===== src/core/rtc_pkg.sv =====
// Constants for the retirement tagged-event counter.
// Assumes a 32-bit APB slave on pclk with word-aligned registers.
`default_nettype none
package rtc_pkg;
    // ======================================================
    // Register offsets (byte addresses)
    localparam logic [7:0] REG_EVSEL  = 8'h00;
    localparam logic [7:0] REG_CCFG   = 8'h04;
    localparam logic [7:0] REG_UOPSEL = 8'h08;
    localparam logic [7:0] REG_SAMPEN = 8'h0c;
    localparam logic [7:0] REG_MATRIX = 8'h10;
    localparam logic [7:0] REG_COUNT  = 8'h14;
    localparam logic [7:0] REG_STATUS = 8'h18;
    localparam logic [31:0] RST_VAL   = 32'h0;
    // ======================================================
    // Event selector and counter configuration fields
    localparam int EVSEL_CODE_LSB = 25;
    localparam int EVSEL_MASK_LSB = 9;
    localparam int CCFG_SEL_LSB   = 13;
    localparam int CCFG_EN_BIT    = 12;
    localparam logic [6:0] EVT_COMPLETED = 7'h07;
    localparam logic [6:0] EVT_FRONT_END = 7'h08;
    localparam logic [6:0] EVT_EXEC      = 7'h0c;
    localparam logic [6:0] EVT_REPLAY    = 7'h09;
    localparam logic [2:0] CCFG_COMPLETED = 3'h4;
    localparam logic [2:0] CCFG_TAGGED    = 3'h5;
    localparam int MASK_NONSPEC = 0;
    localparam int MASK_SPEC    = 1;
    // ======================================================
    // Upstream selector fields
    localparam int UOP_LOAD_TAG  = 10;
    localparam int UOP_STORE_TAG = 11;
    localparam int UOP_ALL_TYPES = 24;
    localparam int UOP_TAG_EN    = 4;
    localparam int UOP_TAG_LSB   = 5;
    localparam logic [3:0] TAG_VALUE_ONE = 4'h1;
    // ======================================================
    // Sampling enable and vertical matrix bits
    localparam int SE_L1    = 0;
    localparam int SE_L2    = 1;
    localparam int SE_DTLB  = 2;
    localparam int SE_FWD   = 9;
    localparam int SE_SPLIT = 10;
    localparam int SE_BR0   = 15;
    localparam int SE_BR1   = 16;
    localparam int SE_EN0   = 24;
    localparam int SE_EN1   = 25;
    localparam int MX_LOAD   = 0;
    localparam int MX_STORE  = 1;
    localparam int MX_BRANCH = 4;
    // ======================================================
    // Per-slot replay cause vector
    localparam int CAUSE_W    = 6;
    localparam int CS_L1      = 0;
    localparam int CS_L2      = 1;
    localparam int CS_DTLB    = 2;
    localparam int CS_FWD     = 3;
    localparam int CS_SPLIT   = 4;
    localparam int CS_MISPRED = 5;
    typedef enum logic [1:0] {
        RTC_IDLE  = 2'b00,
        RTC_SETUP = 2'b01,
        RTC_ACC   = 2'b11
    } rtc_bus_t;
endpackage
`default_nettype wire


===== src/core/rtc_retire_count.sv =====
// Retirement event counter with front-end, execution and replay tagging.
// Assumes retirement slot signals come from core logic on pclk.
// What this block does
// - Event code 07H with configuration select 04H counts retiring instructions, mask bit 0 non-speculative and bit 1 speculative.
// - The completed event counts retired completions, not starts, and never raises a precise sample.
// - With the load or store tag bit set, loads or stores are tagged and the front-end event counts tagged non-speculative ones.
// - The front-end count may fall short while the floating-point stack overflows or underflows.
// - Execution tagging needs all-types, tag-enable and tag value 1; mask bit 0 counts the tagged non-speculative ones.
// - Replay tags count only with sampling bits 24 and 25 plus a matching cause bit (0,1,2,9,10, or 15 and 16).
// - Untaggable operations (I/O, uncached, locked, returns, far transfers) are never replay-tagged.
`default_nettype none
module rtc_retire_count #(
    parameter int SLOTS = 3
) (
    input  wire logic                              pclk,
    input  wire logic                              presetn,
    input  wire logic                              psel,
    input  wire logic                              penable,
    input  wire logic                              pwrite,
    input  wire logic [7:0]                        paddr,
    input  wire logic [31:0]                       pwdata,
    output logic      [31:0]                       prdata,
    output logic                                   pready,
    output logic                                   pslverr,
    input  wire logic [SLOTS-1:0]                  ret_valid,
    input  wire logic [SLOTS-1:0]                  ret_spec,
    input  wire logic [SLOTS-1:0]                  ret_load,
    input  wire logic [SLOTS-1:0]                  ret_store,
    input  wire logic [SLOTS-1:0]                  ret_branch,
    input  wire logic [SLOTS-1:0]                  ret_no_tag,
    input  wire logic [SLOTS-1:0]                  ret_exec_match,
    input  wire logic [SLOTS*rtc_pkg::CAUSE_W-1:0] ret_cause,
    input  wire logic                              fp_stack_fault,
    output logic      [3:0]                        evt_inc,
    output logic                                   precise_req
);
    // ======================================================
    // State
    typedef struct packed {
        rtc_pkg::rtc_bus_t bus;
        logic [31:0]       evsel;
        logic [31:0]       ccfg;
        logic [31:0]       uopsel;
        logic [31:0]       sampen;
        logic [31:0]       matrix;
        logic [31:0]       count;
        logic [31:0]       rdata;
        logic              ready;
        logic              err;
        logic [3:0]        inc;
        logic              precise;
    } rtc_state_t;

    rtc_state_t st_reg;
    rtc_state_t st_next;

    function automatic logic [3:0] rtc_popcount(input logic [SLOTS-1:0] v);
        logic [3:0] n;
        n = 4'h0;
        for (int i = 0; i < SLOTS; i++) begin
            n = n + {3'h0, v[i]};
        end
        return n;
    endfunction

    function automatic logic rtc_mapped(input logic [7:0] a);
        return (a == rtc_pkg::REG_EVSEL) || (a == rtc_pkg::REG_CCFG) ||
               (a == rtc_pkg::REG_UOPSEL) || (a == rtc_pkg::REG_SAMPEN) ||
               (a == rtc_pkg::REG_MATRIX) || (a == rtc_pkg::REG_COUNT) ||
               (a == rtc_pkg::REG_STATUS);
    endfunction

    // ======================================================
    // Event decode
    logic [6:0]       ev_code;
    logic [15:0]      ev_mask;
    logic [2:0]       cc_sel;
    logic             cc_en;
    logic             mode_comp;
    logic             mode_fe;
    logic             mode_ex;
    logic             mode_rp;
    logic             ex_tag_on;
    localparam int CAUSE_W_L = rtc_pkg::CAUSE_W;
    logic             rp_armed;
    logic [CAUSE_W_L-1:0] cause_en;
    logic [SLOTS-1:0] comp_hit;
    logic [SLOTS-1:0] fe_hit;
    logic [SLOTS-1:0] ex_hit;
    logic [SLOTS-1:0] rp_hit;
    logic [SLOTS-1:0] nonspec;

    always_comb begin
        ev_code   = st_reg.evsel[rtc_pkg::EVSEL_CODE_LSB +: 7];
        ev_mask   = st_reg.evsel[rtc_pkg::EVSEL_MASK_LSB +: 16];
        cc_sel    = st_reg.ccfg[rtc_pkg::CCFG_SEL_LSB +: 3];
        cc_en     = st_reg.ccfg[rtc_pkg::CCFG_EN_BIT];
        mode_comp = cc_en && ev_code == rtc_pkg::EVT_COMPLETED &&
                    cc_sel == rtc_pkg::CCFG_COMPLETED;
        mode_fe   = cc_en && ev_code == rtc_pkg::EVT_FRONT_END &&
                    cc_sel == rtc_pkg::CCFG_TAGGED;
        mode_ex   = cc_en && ev_code == rtc_pkg::EVT_EXEC &&
                    cc_sel == rtc_pkg::CCFG_TAGGED;
        mode_rp   = cc_en && ev_code == rtc_pkg::EVT_REPLAY &&
                    cc_sel == rtc_pkg::CCFG_TAGGED;
        ex_tag_on = st_reg.uopsel[rtc_pkg::UOP_ALL_TYPES] &&
                    st_reg.uopsel[rtc_pkg::UOP_TAG_EN] &&
                    st_reg.uopsel[rtc_pkg::UOP_TAG_LSB +: 4] == rtc_pkg::TAG_VALUE_ONE;
        rp_armed  = st_reg.sampen[rtc_pkg::SE_EN0] && st_reg.sampen[rtc_pkg::SE_EN1];
        // Mispredict cause needs both of its enable bits
        cause_en = '0;
        cause_en[rtc_pkg::CS_L1]      = st_reg.sampen[rtc_pkg::SE_L1];
        cause_en[rtc_pkg::CS_L2]      = st_reg.sampen[rtc_pkg::SE_L2];
        cause_en[rtc_pkg::CS_DTLB]    = st_reg.sampen[rtc_pkg::SE_DTLB];
        cause_en[rtc_pkg::CS_FWD]     = st_reg.sampen[rtc_pkg::SE_FWD];
        cause_en[rtc_pkg::CS_SPLIT]   = st_reg.sampen[rtc_pkg::SE_SPLIT];
        cause_en[rtc_pkg::CS_MISPRED] = st_reg.sampen[rtc_pkg::SE_BR0] &&
                                        st_reg.sampen[rtc_pkg::SE_BR1];
        for (int i = 0; i < SLOTS; i++) begin
            nonspec[i]  = ret_valid[i] && !ret_spec[i];
            // Only retired slots are seen, so starts never count
            comp_hit[i] = ret_valid[i] &&
                          ((ev_mask[rtc_pkg::MASK_NONSPEC] && !ret_spec[i]) ||
                           (ev_mask[rtc_pkg::MASK_SPEC] && ret_spec[i]));
            fe_hit[i]   = nonspec[i] && ev_mask[rtc_pkg::MASK_NONSPEC] &&
                          ((st_reg.uopsel[rtc_pkg::UOP_LOAD_TAG] && ret_load[i]) ||
                           (st_reg.uopsel[rtc_pkg::UOP_STORE_TAG] && ret_store[i]));
            ex_hit[i]   = nonspec[i] && ev_mask[rtc_pkg::MASK_NONSPEC] &&
                          ex_tag_on && ret_exec_match[i];
            rp_hit[i]   = nonspec[i] && ev_mask[rtc_pkg::MASK_NONSPEC] && rp_armed &&
                          !ret_no_tag[i] &&
                          |(ret_cause[i*CAUSE_W_L +: CAUSE_W_L] & cause_en) &&
                          ((st_reg.matrix[rtc_pkg::MX_LOAD] && ret_load[i]) ||
                           (st_reg.matrix[rtc_pkg::MX_STORE] && ret_store[i]) ||
                           (st_reg.matrix[rtc_pkg::MX_BRANCH] && ret_branch[i]));
        end
    end

    // ======================================================
    // Next state: APB slave and counter
    logic [3:0] inc_now;
    logic       acc_done;

    always_comb begin
        st_next = st_reg;
        inc_now = 4'h0;
        // Tagged loads and stores are dropped while the stack faults
        if (mode_comp) begin
            inc_now = rtc_popcount(comp_hit);
        end else if (mode_fe && !fp_stack_fault) begin
            inc_now = rtc_popcount(fe_hit);
        end else if (mode_ex) begin
            inc_now = rtc_popcount(ex_hit);
        end else if (mode_rp) begin
            inc_now = rtc_popcount(rp_hit);
        end
        st_next.inc     = inc_now;
        st_next.precise = mode_rp && (|rp_hit);
        st_next.count   = st_reg.count + {28'h0, inc_now};
        acc_done        = psel && penable && st_reg.ready;
        st_next.ready   = 1'b0;
        st_next.err     = 1'b0;
        case (st_reg.bus)
            rtc_pkg::RTC_IDLE: begin
                if (psel && !penable) begin
                    st_next.bus = rtc_pkg::RTC_SETUP;
                end
            end
            rtc_pkg::RTC_SETUP: begin
                st_next.bus = rtc_pkg::RTC_ACC;
            end
            rtc_pkg::RTC_ACC: begin
                st_next.bus = rtc_pkg::RTC_IDLE;
            end
            default: begin
                st_next.bus = rtc_pkg::RTC_IDLE;
            end
        endcase
        // Answer is prepared in the setup cycle so pready comes from a flop
        if (psel && !penable) begin
            st_next.ready = 1'b1;
            st_next.err   = !rtc_mapped(paddr);
            case (paddr)
                rtc_pkg::REG_EVSEL:  st_next.rdata = st_reg.evsel;
                rtc_pkg::REG_CCFG:   st_next.rdata = st_reg.ccfg;
                rtc_pkg::REG_UOPSEL: st_next.rdata = st_reg.uopsel;
                rtc_pkg::REG_SAMPEN: st_next.rdata = st_reg.sampen;
                rtc_pkg::REG_MATRIX: st_next.rdata = st_reg.matrix;
                rtc_pkg::REG_COUNT:  st_next.rdata = st_reg.count;
                rtc_pkg::REG_STATUS: st_next.rdata = {24'h0, mode_rp, mode_ex,
                                                      mode_fe, mode_comp, st_reg.inc};
                default:             st_next.rdata = 32'h0;
            endcase
        end
        if (acc_done && pwrite) begin
            case (paddr)
                rtc_pkg::REG_EVSEL:  st_next.evsel  = pwdata;
                rtc_pkg::REG_CCFG:   st_next.ccfg   = pwdata;
                rtc_pkg::REG_UOPSEL: st_next.uopsel = pwdata;
                rtc_pkg::REG_SAMPEN: st_next.sampen = pwdata;
                rtc_pkg::REG_MATRIX: st_next.matrix = pwdata;
                rtc_pkg::REG_COUNT:  st_next.count  = pwdata;
                default:             st_next.count  = st_next.count;
            endcase
        end
    end

    always_ff @(posedge pclk or negedge presetn) begin
        if (!presetn) begin
            st_reg <= '{bus: rtc_pkg::RTC_IDLE, evsel: rtc_pkg::RST_VAL,
                        ccfg: rtc_pkg::RST_VAL, uopsel: rtc_pkg::RST_VAL,
                        sampen: rtc_pkg::RST_VAL, matrix: rtc_pkg::RST_VAL,
                        count: rtc_pkg::RST_VAL, rdata: rtc_pkg::RST_VAL,
                        ready: 1'b0, err: 1'b0, inc: 4'h0, precise: 1'b0};
        end else begin
            st_reg <= st_next;
        end
    end

    assign prdata      = st_reg.rdata;
    assign pready      = st_reg.ready;
    assign pslverr     = st_reg.err;
    assign evt_inc     = st_reg.inc;
    assign precise_req = st_reg.precise;
endmodule
`default_nettype wire


===== config.mk =====
export PLATFORM = sky130hd
export DESIGN_NAME = rtc_retire_count
export DESIGN_NICKNAME = d
export VERILOG_FILES = /design/src/core/rtc_pkg.sv /design/src/core/rtc_retire_count.sv
export SDC_FILE = /design/constraint.sdc
export NUM_CORES = 1
export LEC_CHECK = 0
export ABC_AREA = 1
export ABC_CLOCK_PERIOD_IN_PS = 3100
export BUFFER_PORTS_ARGS = -buffer_cell sky130_fd_sc_hd__buf_2
export CORE_ASPECT_RATIO = 1.4
export CORE_MARGIN = 5
export CORE_UTILIZATION = 30
export DETAILED_ROUTE_END_ITERATION = 6
export MAX_ROUTING_LAYER = met4
export PLACE_DENSITY = 0.45
export SETUP_SLACK_MARGIN = 0.15
export SLEW_MARGIN = 15
export SYNTH_ARGS = -nofsm -noshare
export SYNTH_HDL_FRONTEND = slang
export SYNTH_SLANG_ARGS = --single-unit

===== constraint.sdc =====
create_clock -name pclk -period 3.1 [get_ports pclk]
set_input_delay 0.93 -clock pclk [delete_from_list [all_inputs] [get_ports pclk]]
set_output_delay 0.93 -clock pclk [all_outputs]
set_load 0.01 [all_outputs]

==> results of run 1 <==
worst reg2reg max path: cells and delay by family (launching register included):
kind                     cells  cell delay (ns)
AND/OR/NAND/NOR              8             0.94
AO/OA/AOI/OAI                2             0.25
flip-flops                   1             0.40
adder cells (fa/ha/maj)      3             1.05
XOR/XNOR                     1             0.13
buffers and inverters        4             0.36
path summary, 6_finish.rpt:
kind	start	cells after the start	endpoint
worst max-delay path	st_reg[142]$_DFFE_PN0P_	18	st_reg[51]$_DFF_PN0_
worst min-delay path	presetn	1	ev_mask[1]$_DFFE_PN0P_
worst max register to register	st_reg[142]$_DFFE_PN0P_	18	st_reg[51]$_DFF_PN0_
worst min register to register	prdata[8]$_DFFE_PN0P_	2	prdata[8]$_DFFE_PN0P_
max in group asynchronous	presetn	2	prdata[13]$_DFFE_PN0P_
min in group pclk	prdata[8]$_DFFE_PN0P_	2	prdata[8]$_DFFE_PN0P_
cells in the final DEF (no fill, tap or decap), types with 15 or more instances in the layout:
| cell type | netlist | layout |
|---|---|---|
| inv_1 | 116 | 108 |
| buf_2 | 34 | 119 |
| nor2_1 | 145 | 133 |
| clkbuf_16 | 0 | 26 |
| inv_2 | 9 | 15 |
| o21ai_0 | 84 | 73 |
| a21oi_1 | 34 | 33 |
| nand3_1 | 160 | 154 |
| nand2_1 | 570 | 555 |
| dfrtp_1 | 229 | 229 |
| o21ai_1 | 112 | 118 |
| nand2_2 | 6 | 17 |
| buf_4 | 43 | 65 |
power groups by stage:
stage | Sequential, mW | Combinational (mW) | Clock (mW)
6_report | 3.02 | 0.308 | 3.32
3_3_place_gp | 3.07 | 0.315 | 0
5_1_grt | 3.02 | 0.346 | 3.53
3_5_place_dp | 3.07 | 0.316 | 0
4_1_cts | 3.01 | 0.319 | 3.42
2_1_floorplan | 3.07 | 0.0984 | 0
logic make-up (layout without fill, tap and decap cells):
logic type	Yosys count	after routing
and+or+nand+nor	908	908
AOI/OAI and AO/OA	235	235
DFF	229	229
buffers and inverters	228	372
adders and majority gates	7	7
xor gates and xnor gates	3	3
other	1	2
through the flow:
stage	area [µm²]	cells	hold slack (ns)
2_1_floorplan	12000	1612	0.450
3_3_place_gp	13300	2226	0.462
5_1_grt	14400	2284	0.365
3_5_place_dp	13300	2226	0.460
6_report	14400	2284	0.325
4_1_cts	14400	2283	0.331
cell usage after synthesis, types with 4 or more instances:
library cell	n
nand3_1	160
buf_4	43
nand2_1	570
buf_6	4
inv_1	116
o21ai_1	112
o21ai_0	84
a21oi_1	34
fa_1	5
clkbuf_1	21
nor2_4	7
dfrtp_1	229
nor2_1	145
nor3_1	6
buf_2	34
nand2_2	6
inv_2	9
metal layers:
metal  wire length [µm]  share of wire  track usage  vias up
met5                  0              0            -        -
met2              22300           0.53        0.358      179
met1              16900           0.41        0.228     5076
met3               1260          0.030       0.0181       46
met4               1290          0.031       0.0632        0
li1                   -              -            -     5350
timing repair:
item / 4_1_cts / 5_1_grt
pin swaps: 26 / 7
setup buffers: 9 / 1
resized for setup: 43 / 15
endpoints found under the hold margin: 0 / 0
setup endpoints to repair: 31 / 31
cell type report:
type                       count  area (µm²)  area share
sequential                   229        5730       0.397
timing repair buffer         199        1320      0.0913
clock inverter                13         210      0.0146
inverter                     125         479      0.0332
multi-input combinational   1155        5340       0.370
tap                          528         661      0.0458
clock buffer                  35         694      0.0481
==> impl.org, run 1 <==
** Status
- The run finished, with violations left.
- The checks that failed: setup timing.

** Clocking
- Number of levels in the clock H-tree :: 1
- After clock tree synthesis, the clock-pin slew on the worst setup and hold paths is 0.06 ns.
- Clock tree synthesis inserted a total of 26 buffers.
- In this run the deepest clock path goes through 3 buffers.
- The root buffer cell chosen for the clock tree is clkbuf_16.
- Hold bufs inserted after CTS :: 0
- The later pin in the worst-skew pair is clocked with a latency of 0.56 ns.
- Clock tree from TritonCTS :: done
- # clock sinks :: 229

** Global route
- The number of global-route vias before repair is 10,800.
- Summed over all layers, the global routing overflow is 0.
- Antenna violations before repair :: 0
- Overall Global Routing Usage :: 0.197
- The first global-routing pass estimated 64,800 µm of wire.
- Pin count of the biggest net entering global routing :: 65

** Power
- Summed over all cells, the static leakage comes to 7.38 nW.
- Share of power burned in the clock network :: 0.500
- In this run the power density over the cells is 460 nW/µm².
- Net Switching :: 1.56 mW
- Overall power :: 6.64 mW
- Seq pwr share :: 0.454
- The internal power of the cells totals 5.09 mW.
- The share of total power dissipated in combinational logic is 0.046.
- Across the VDD grid, the largest voltage drop is 0.340 mV.
- Of the total power, the share spent switching nets is 0.234.

** Timing
- Worst slew slack as a fraction of its limit :: 0.504
- Final period util :: 1.04
- Timing would allow up to 310 MHz.
- Number of max-slew violations in the final report :: 0
- Post-layout minimum cycle time :: 3.23 ns
- Least-Margin Pin Slew :: 0.743 ns
- Setup violations remaining at the end of the flow were counted as 21.
- The count of endpoints failing hold in the final timing report was 0.
- Layout Skew :: 0.0240 ns
- Setup repair after global routing could not meet its margin everywhere.
- In the post-route analysis, the smallest setup slack over all paths is -0.129 ns.
- Adding up every negative setup slack in the final design gives -1.39 ns.

** Floorplanning
- I/O pins :: 124
- The floorplan step defined a die boundary enclosing 43,900 µm².
- # rows :: 86
- Measured along the x axis, the die boundary spans 178 µm.
- For this configuration, the core starts out at a cell density of 0.303.
- Vert. Die Dim :: 246 µm
- Area inside the core boundary :: 39,400 µm²

** Finish
- Number of nets in the layout :: 1,828
- Of the cells placed in the final design, the portion with a size suffix greater than 1 is 0.185.
- Measured on the finished design, the core utilization comes to 0.366.
- The register with the most flip-flops in the layout has 160 of them.
- Counting the fill cells in the layout gives 4,308.
- The number of antenna diodes in the final layout is 0.
- Layout Area Growth over Synthesis :: 21.1%

** Yosys
- EDFF count, synth :: 0
- Number of standard cells after synthesis :: 1,611
- After synthesis, the mean cell area works out to 7.40 µm².
- Combinational family with the most area after synthesis :: simple AND/OR/NAND/NOR gates
- Post-synthesis simple-gate area fraction :: 0.315
- The share of the Yosys chip area taken by registers is 0.481.
- Adder and majority gate portion of the synthesized area :: 0.0105
- Of all flip-flops after synthesis, the portion carrying an async set or reset was 1.00.
- Largest area contributor in the synthesized netlist :: dfrtp_1
- Of the post-synthesis cell area, the part taken by muxes is 0.
- Number of synthesized register bits :: 229
- Largest cells by area after synthesis :: dfrtp_1, nand2_1, nand3_1
- Among all flip-flop cells after synthesis, the most frequent one is dfrtp_1.
- Of the post-synthesis cell area, the dominant cell type holds 0.481.
- Of the total synthesized cell area, the portion taken by XOR and XNOR cells is 0.00220.
- Compound-Gate Fraction of Synth Area :: 0.0995
- Yosys Warn Count :: 0
- Synthesized area :: 11,900 µm²
- Post-synthesis cell type count :: 33

** Hold path
- The worst hold path belongs to the class input port to asynchronous set/reset pin.

** Routing
- Via density per instance :: 4.66
- Sum of routed wire length over all layers :: 41,800 µm
- In the routed design, unresolved DRC markers number 0.
- After the first detailed-routing iteration, the DRC count stood at 661.
- In the final routed layout, each cell accounts on average for 18.3 µm.
- Once detail routing completed, the nets flagged for antenna violations numbered 0.
- Detailed routing inserted a total of 10,700 vias.
- The first detailed-routing pass took 5 iterations.

** Worst setup path
- Setup slack on the worst reg-to-reg path comes out at -0.13 ns.
- Critical Path Fanout Max :: 4
- Largest stage delay on the critical path :: 0.44 ns
- Required arrival time at the worst endpoint :: 3.53 ns
- Arrival time at the worst endpoint :: 3.66 ns
- Cell-by-cell listing of the critical path :: nor4_2, nand3_1, buf_6, nor3b_4, fa_1, nand2_1, nand2_1, o21ai_2, nand2_2, ha_4, fa_2, inv_2, nor2_4, inv_2, nor2_2, xor2_1, o21ai_1, inv_1
- The setup path with the least slack is of type flip-flop to flip-flop.
- The kind of cell with the highest combined delay along the critical path is adder cells.
- Startpoint kind of the worst setup timing path :: flip-flop
- Together, buffers and inverters on the worst path number 4.
- Crit path max-delay cell type :: fa_1
- The worst setup path is captured at a flip-flop.

** Flow run
- The tool flagged a number of max-cap violations equal to 0.

** Placement
- Detailed placement finished with a half-perimeter wire length of 30,300 µm.
- Before CTS, the worst setup slack after placement is -0.725 ns.
- GP Congestion :: 0.937
- During placement, the flow inserted port buffers numbering 121.
No activity file was read; power rests on OpenSTA's default activity.
==> run 2, diff against run 1 <==
--- a/config.mk
+++ b/config.mk
@@ -11,6 +11,7 @@
 export CORE_ASPECT_RATIO = 1.4
 export CORE_MARGIN = 5
 export CORE_UTILIZATION = 30
+export CTS_CLUSTER_SIZE = 16
 export DETAILED_ROUTE_END_ITERATION = 6
 export MAX_ROUTING_LAYER = met4
 export PLACE_DENSITY = 0.45
==> constraint.sdc (replaced) <==
create_clock -name pclk -period 3.1 [get_ports pclk]
set_input_delay 0.155 -clock pclk [delete_from_list [all_inputs] [get_ports pclk]]
set_output_delay 0.155 -clock pclk [all_outputs]
set_load 0.01 [all_outputs]
==> impl.org, run 2 (same netlist as run 1, synthesis figures left out) <==
** Floorplanning
- # rows :: 86 (unchanged)
- I/O pins :: 124 (unchanged)
- The vertical die dimension was 246 µm (unchanged).
- Total Die Area :: 43,900 µm² (unchanged)
- Area inside the core boundary :: 39,400 µm² (unchanged)
- Initial core utilization :: 0.303 (unchanged)
- The die outline width was 178 µm (unchanged).

** Routing
- Detailed router's first-iteration violation count :: 695 (was 661)
- The overall via count from detail_route was 10,800 (was 10,700).
- The number of detailed-routing iterations run before antenna repair is 5 (unchanged).
- Sum of routed wire length over all layers :: 42,800 µm (was 41,800 µm)
- The average vias per placed instance is 4.70 (was 4.66).
- The average wire per standard cell was 18.6 µm (was 18.3 µm).
- DR DRC count :: 0 (unchanged)
- The number of nets still failing antenna checks after routing was 0 (unchanged).

** Timing
- The final-report setup violation count is 16 (was 21).
- Unrepaired setup endpoints after global routing: true (unchanged).
- The clock period minus worst slack is 3.17 ns (was 3.23 ns).
- The final worst slack came to -0.0713 ns (was -0.129 ns).
- The clock skew after layout is 0.0262 ns (was 0.0240 ns).
- Peak clock frequency supported by timing :: 315 MHz (was 310 MHz)
- The transition time at the pin with the least slew margin came to 1.01 ns (was 0.743 ns).
- Final period util :: 1.02 (was 1.04)
- The count of final max-slew check failures was 0 (unchanged).
- The count of endpoints failing hold in the final timing report is 0 (unchanged).
- The worst max-slew margin expressed relative to the limit came to 0.321 (was 0.504).

** Global route
- Overall overflow remaining after global route :: 0 (unchanged)
- The aggregate global-route resource usage was 0.202 (was 0.197).
- Pin count of the biggest net entering global routing :: 99 (was 65)
- The number of global-route vias before repair came to 10,900 (was 10,800).
- Antenna violations before repair :: 1 (was 0)
- First-pass GRT wire length :: 65,800 µm (was 64,800 µm)

** Finish
- Filler Cells Inserted :: 4,286 (was 4,308)
- The most common cell after layout, fill and taps aside was nand2_1 (unchanged).
- Share of post-route cells with drive strength above 1 :: 0.177 (was 0.185)
- The final non-filler cell total was 2,306 (was 2,284).
- The number of nets in the layout is 1,851 (was 1,828).
- Commonest cells after routing, fill and taps aside :: nand2_1, dfrtp_1, nand3_1 (unchanged)
- Layout Area Growth over Synthesis :: 21.9% (was 21.1%)
- The number of flip-flops in the largest register was 160 (unchanged).

** Worst setup path
- The arrival time of data at the critical path endpoint was 3.61 ns (was 3.66 ns).
- Largest stage delay on the critical path :: 0.44 ns (about the same)
- Startpoint kind of the worst setup timing path :: flip-flop (unchanged)
- Cell-by-cell listing of the critical path :: inv_2, nor4_4, nand3_2, nor3b_2, fa_1, nand2_1, nand2_1, o21ai_2, nand2_2, ha_4, fa_2, buf_4, buf_4, nand3_1, nand3_1, o21ai_1, inv_1 (was nor4_2, nand3_1, buf_6, nor3b_4, fa_1, nand2_1, nand2_1, o21ai_2, nand2_2, ha_4, fa_2, inv_2, nor2_4, inv_2, nor2_2, xor2_1, o21ai_1, inv_1)
- The largest fanout on the critical path came to 3 (was 4).
- Required arrival time at the worst endpoint :: 3.54 ns (was 3.53 ns)
- The master of the slowest instance on the critical path is fa_1 (unchanged).
- The logic depth of the worst register-to-register path was 17 (was 18).
- Kind of capture point of the worst setup path :: flip-flop (unchanged)
- The path type of the worst setup path is flip-flop to flip-flop (unchanged).

** Clocking
- Total CTS buffers :: 26 (unchanged)
- The level count of the clock H-tree is 1 (unchanged).
- The number of sinks handled by clock tree synthesis is 229 (unchanged).
- Clock tree from TritonCTS :: done (unchanged)
- The clock-pin slew on the worst setup and hold paths came to 0.06 ns (about the same).
- Number of buffers between clock root and the deepest sink :: 3 (unchanged)
- Source-to-sink clock delay at the later pin of the worst-skew pair :: 0.55 ns (was 0.56 ns)
- Root Buffer :: clkbuf_16 (unchanged)

** Power
- The fraction of power consumed by the clock network came to 0.486 (was 0.500).
- The net switching power figure came to 1.52 mW (was 1.56 mW).
- The internal power of the cells is 4.99 mW (was 5.09 mW).
- The reported leakage power was 7.41 nW (was 7.38 nW).
- Power density relative to cell area :: 448 nW/µm² (was 460 nW/µm²)
- Switching share of total power :: 0.233 (was 0.234)
- Portion of total power attributed to combinational logic :: 0.050 (was 0.046)
- The maximum ir drop on the vdd rail is 0.243 mV (was 0.340 mV).
- Seq pwr share :: 0.464 (was 0.454)

** Hold path
- The class of the tightest hold or removal check is input port to flip-flop (was input port to asynchronous set/reset pin).
- Cell count of the worst hold path :: 3

** Placement
- GP Congestion :: 0.904 (was 0.937)
- The setup slack at placement came to -0.367 ns (was -0.725 ns).
- The port buffer count came to 121 (unchanged).
- The number of instances in the placed design came to 2,226 (unchanged).
- The detailed placer's ending HPWL came to 30,800 µm (was 30,300 µm).

** Status
- Result of the run: finished with violations (unchanged).
- Violations in the final reports :: setup timing (unchanged)

** Flow run
- Number of maximum-capacitance violations :: 0 (unchanged)
run 2: changes by cell type in the layout (fill, tap and decap cells not counted), sizes merged, moves of 2 or more:
cell / previous run / this run
clkbuf: 35 / 42
bufinv: 5 / 1
dlygate4sd3: 0 / 28
clkinvlp: 2 / 0
inv: 126 / 124
buf: 199 / 194
run 2: metrics by stage:
stage	cell area [µm²]	utilization	setup TNS, ns	total power [mW]	hold slack (ns)
6_report	14500	0.369	-0.549	6.50	0.0214
5_1_grt	14500	0.369	-4.12	6.74	0.0403
4_1_cts	14500	0.367	-1.73	6.60	0.00305
3_5_place_dp	13100	0.333	-6.37	3.38	0.288
3_3_place_gp	13100	0.333	-5.92	3.38	0.291
2_1_floorplan	11900	-	0	3.17	-0.141
run 2: worst paths after layout:
path | slack [ns] | startpoint | endpoint
max | -0.07 | st_reg[139]$_DFFE_PN0P_ | st_reg[57]$_DFF_PN0_
min | 0.02 | pwdata[25] | ev_code[0]$_DFFE_PN0P_
max reg2reg | -0.07 | st_reg[139]$_DFFE_PN0P_ | st_reg[57]$_DFF_PN0_
min reg2reg | 0.47 | prdata[12]$_DFFE_PN0P_ | prdata[12]$_DFFE_PN0P_
max in group asynchronous | 1.92 | presetn | prdata[16]$_DFFE_PN0P_
min in group asynchronous | 0.24 | presetn | cause_en[0]$_DFFE_PN0P_
run 2: power groups by stage:
| stage | Sequential [mW] | Combinational (mW) | Clock [mW] |
|---|---|---|---|
| after floorplan | 3.07 | 0.0978 | 0 |
| after global placement | 3.07 | 0.308 | 0 |
| after detailed placement | 3.07 | 0.308 | 0 |
| after CTS | 3.02 | 0.337 | 3.25 |
| after global routing | 3.02 | 0.364 | 3.35 |
| final | 3.02 | 0.326 | 3.16 |
run 2: routing by layer:
layer	vias up	track usage	share of wire
li1	5405	-	-
met1	5175	0.238	0.41
met2	197	0.363	0.53
met3	52	0.0154	0.028
met4	0	0.0642	0.031
met5	-	-	0
run 2: layout make-up:
class                           instances  area, µm²  share of cell area
Tap cell                              528        661              0.0455
Clock inverter                          4       56.3             0.00387
Inverter                              125        472              0.0325
Multi-Input combinational cell       1155       5300               0.365
Sequential cell                       229       5730               0.394
Antenna cell                            1       2.50            0.000172
Timing Repair Buffer                  222       1490               0.102
Clock buffer                           42        821              0.0565
run 2: critical path: cells and delay by family (launching register included):
family	cells	cell delay (ns)
buf+inv	4	0.41
compound gates	2	0.25
simple gates	8	1.08
flops	1	0.37
fa+ha+maj	3	0.97
run 2: what timing repair did:
action	in CTS	in global routing
setup endpoints to repair	31	31
pin swaps	16	13
endpoints found under the hold margin	181	0
setup buffers	2	3
gates resized for setup	46	18
hold buffers	28	0
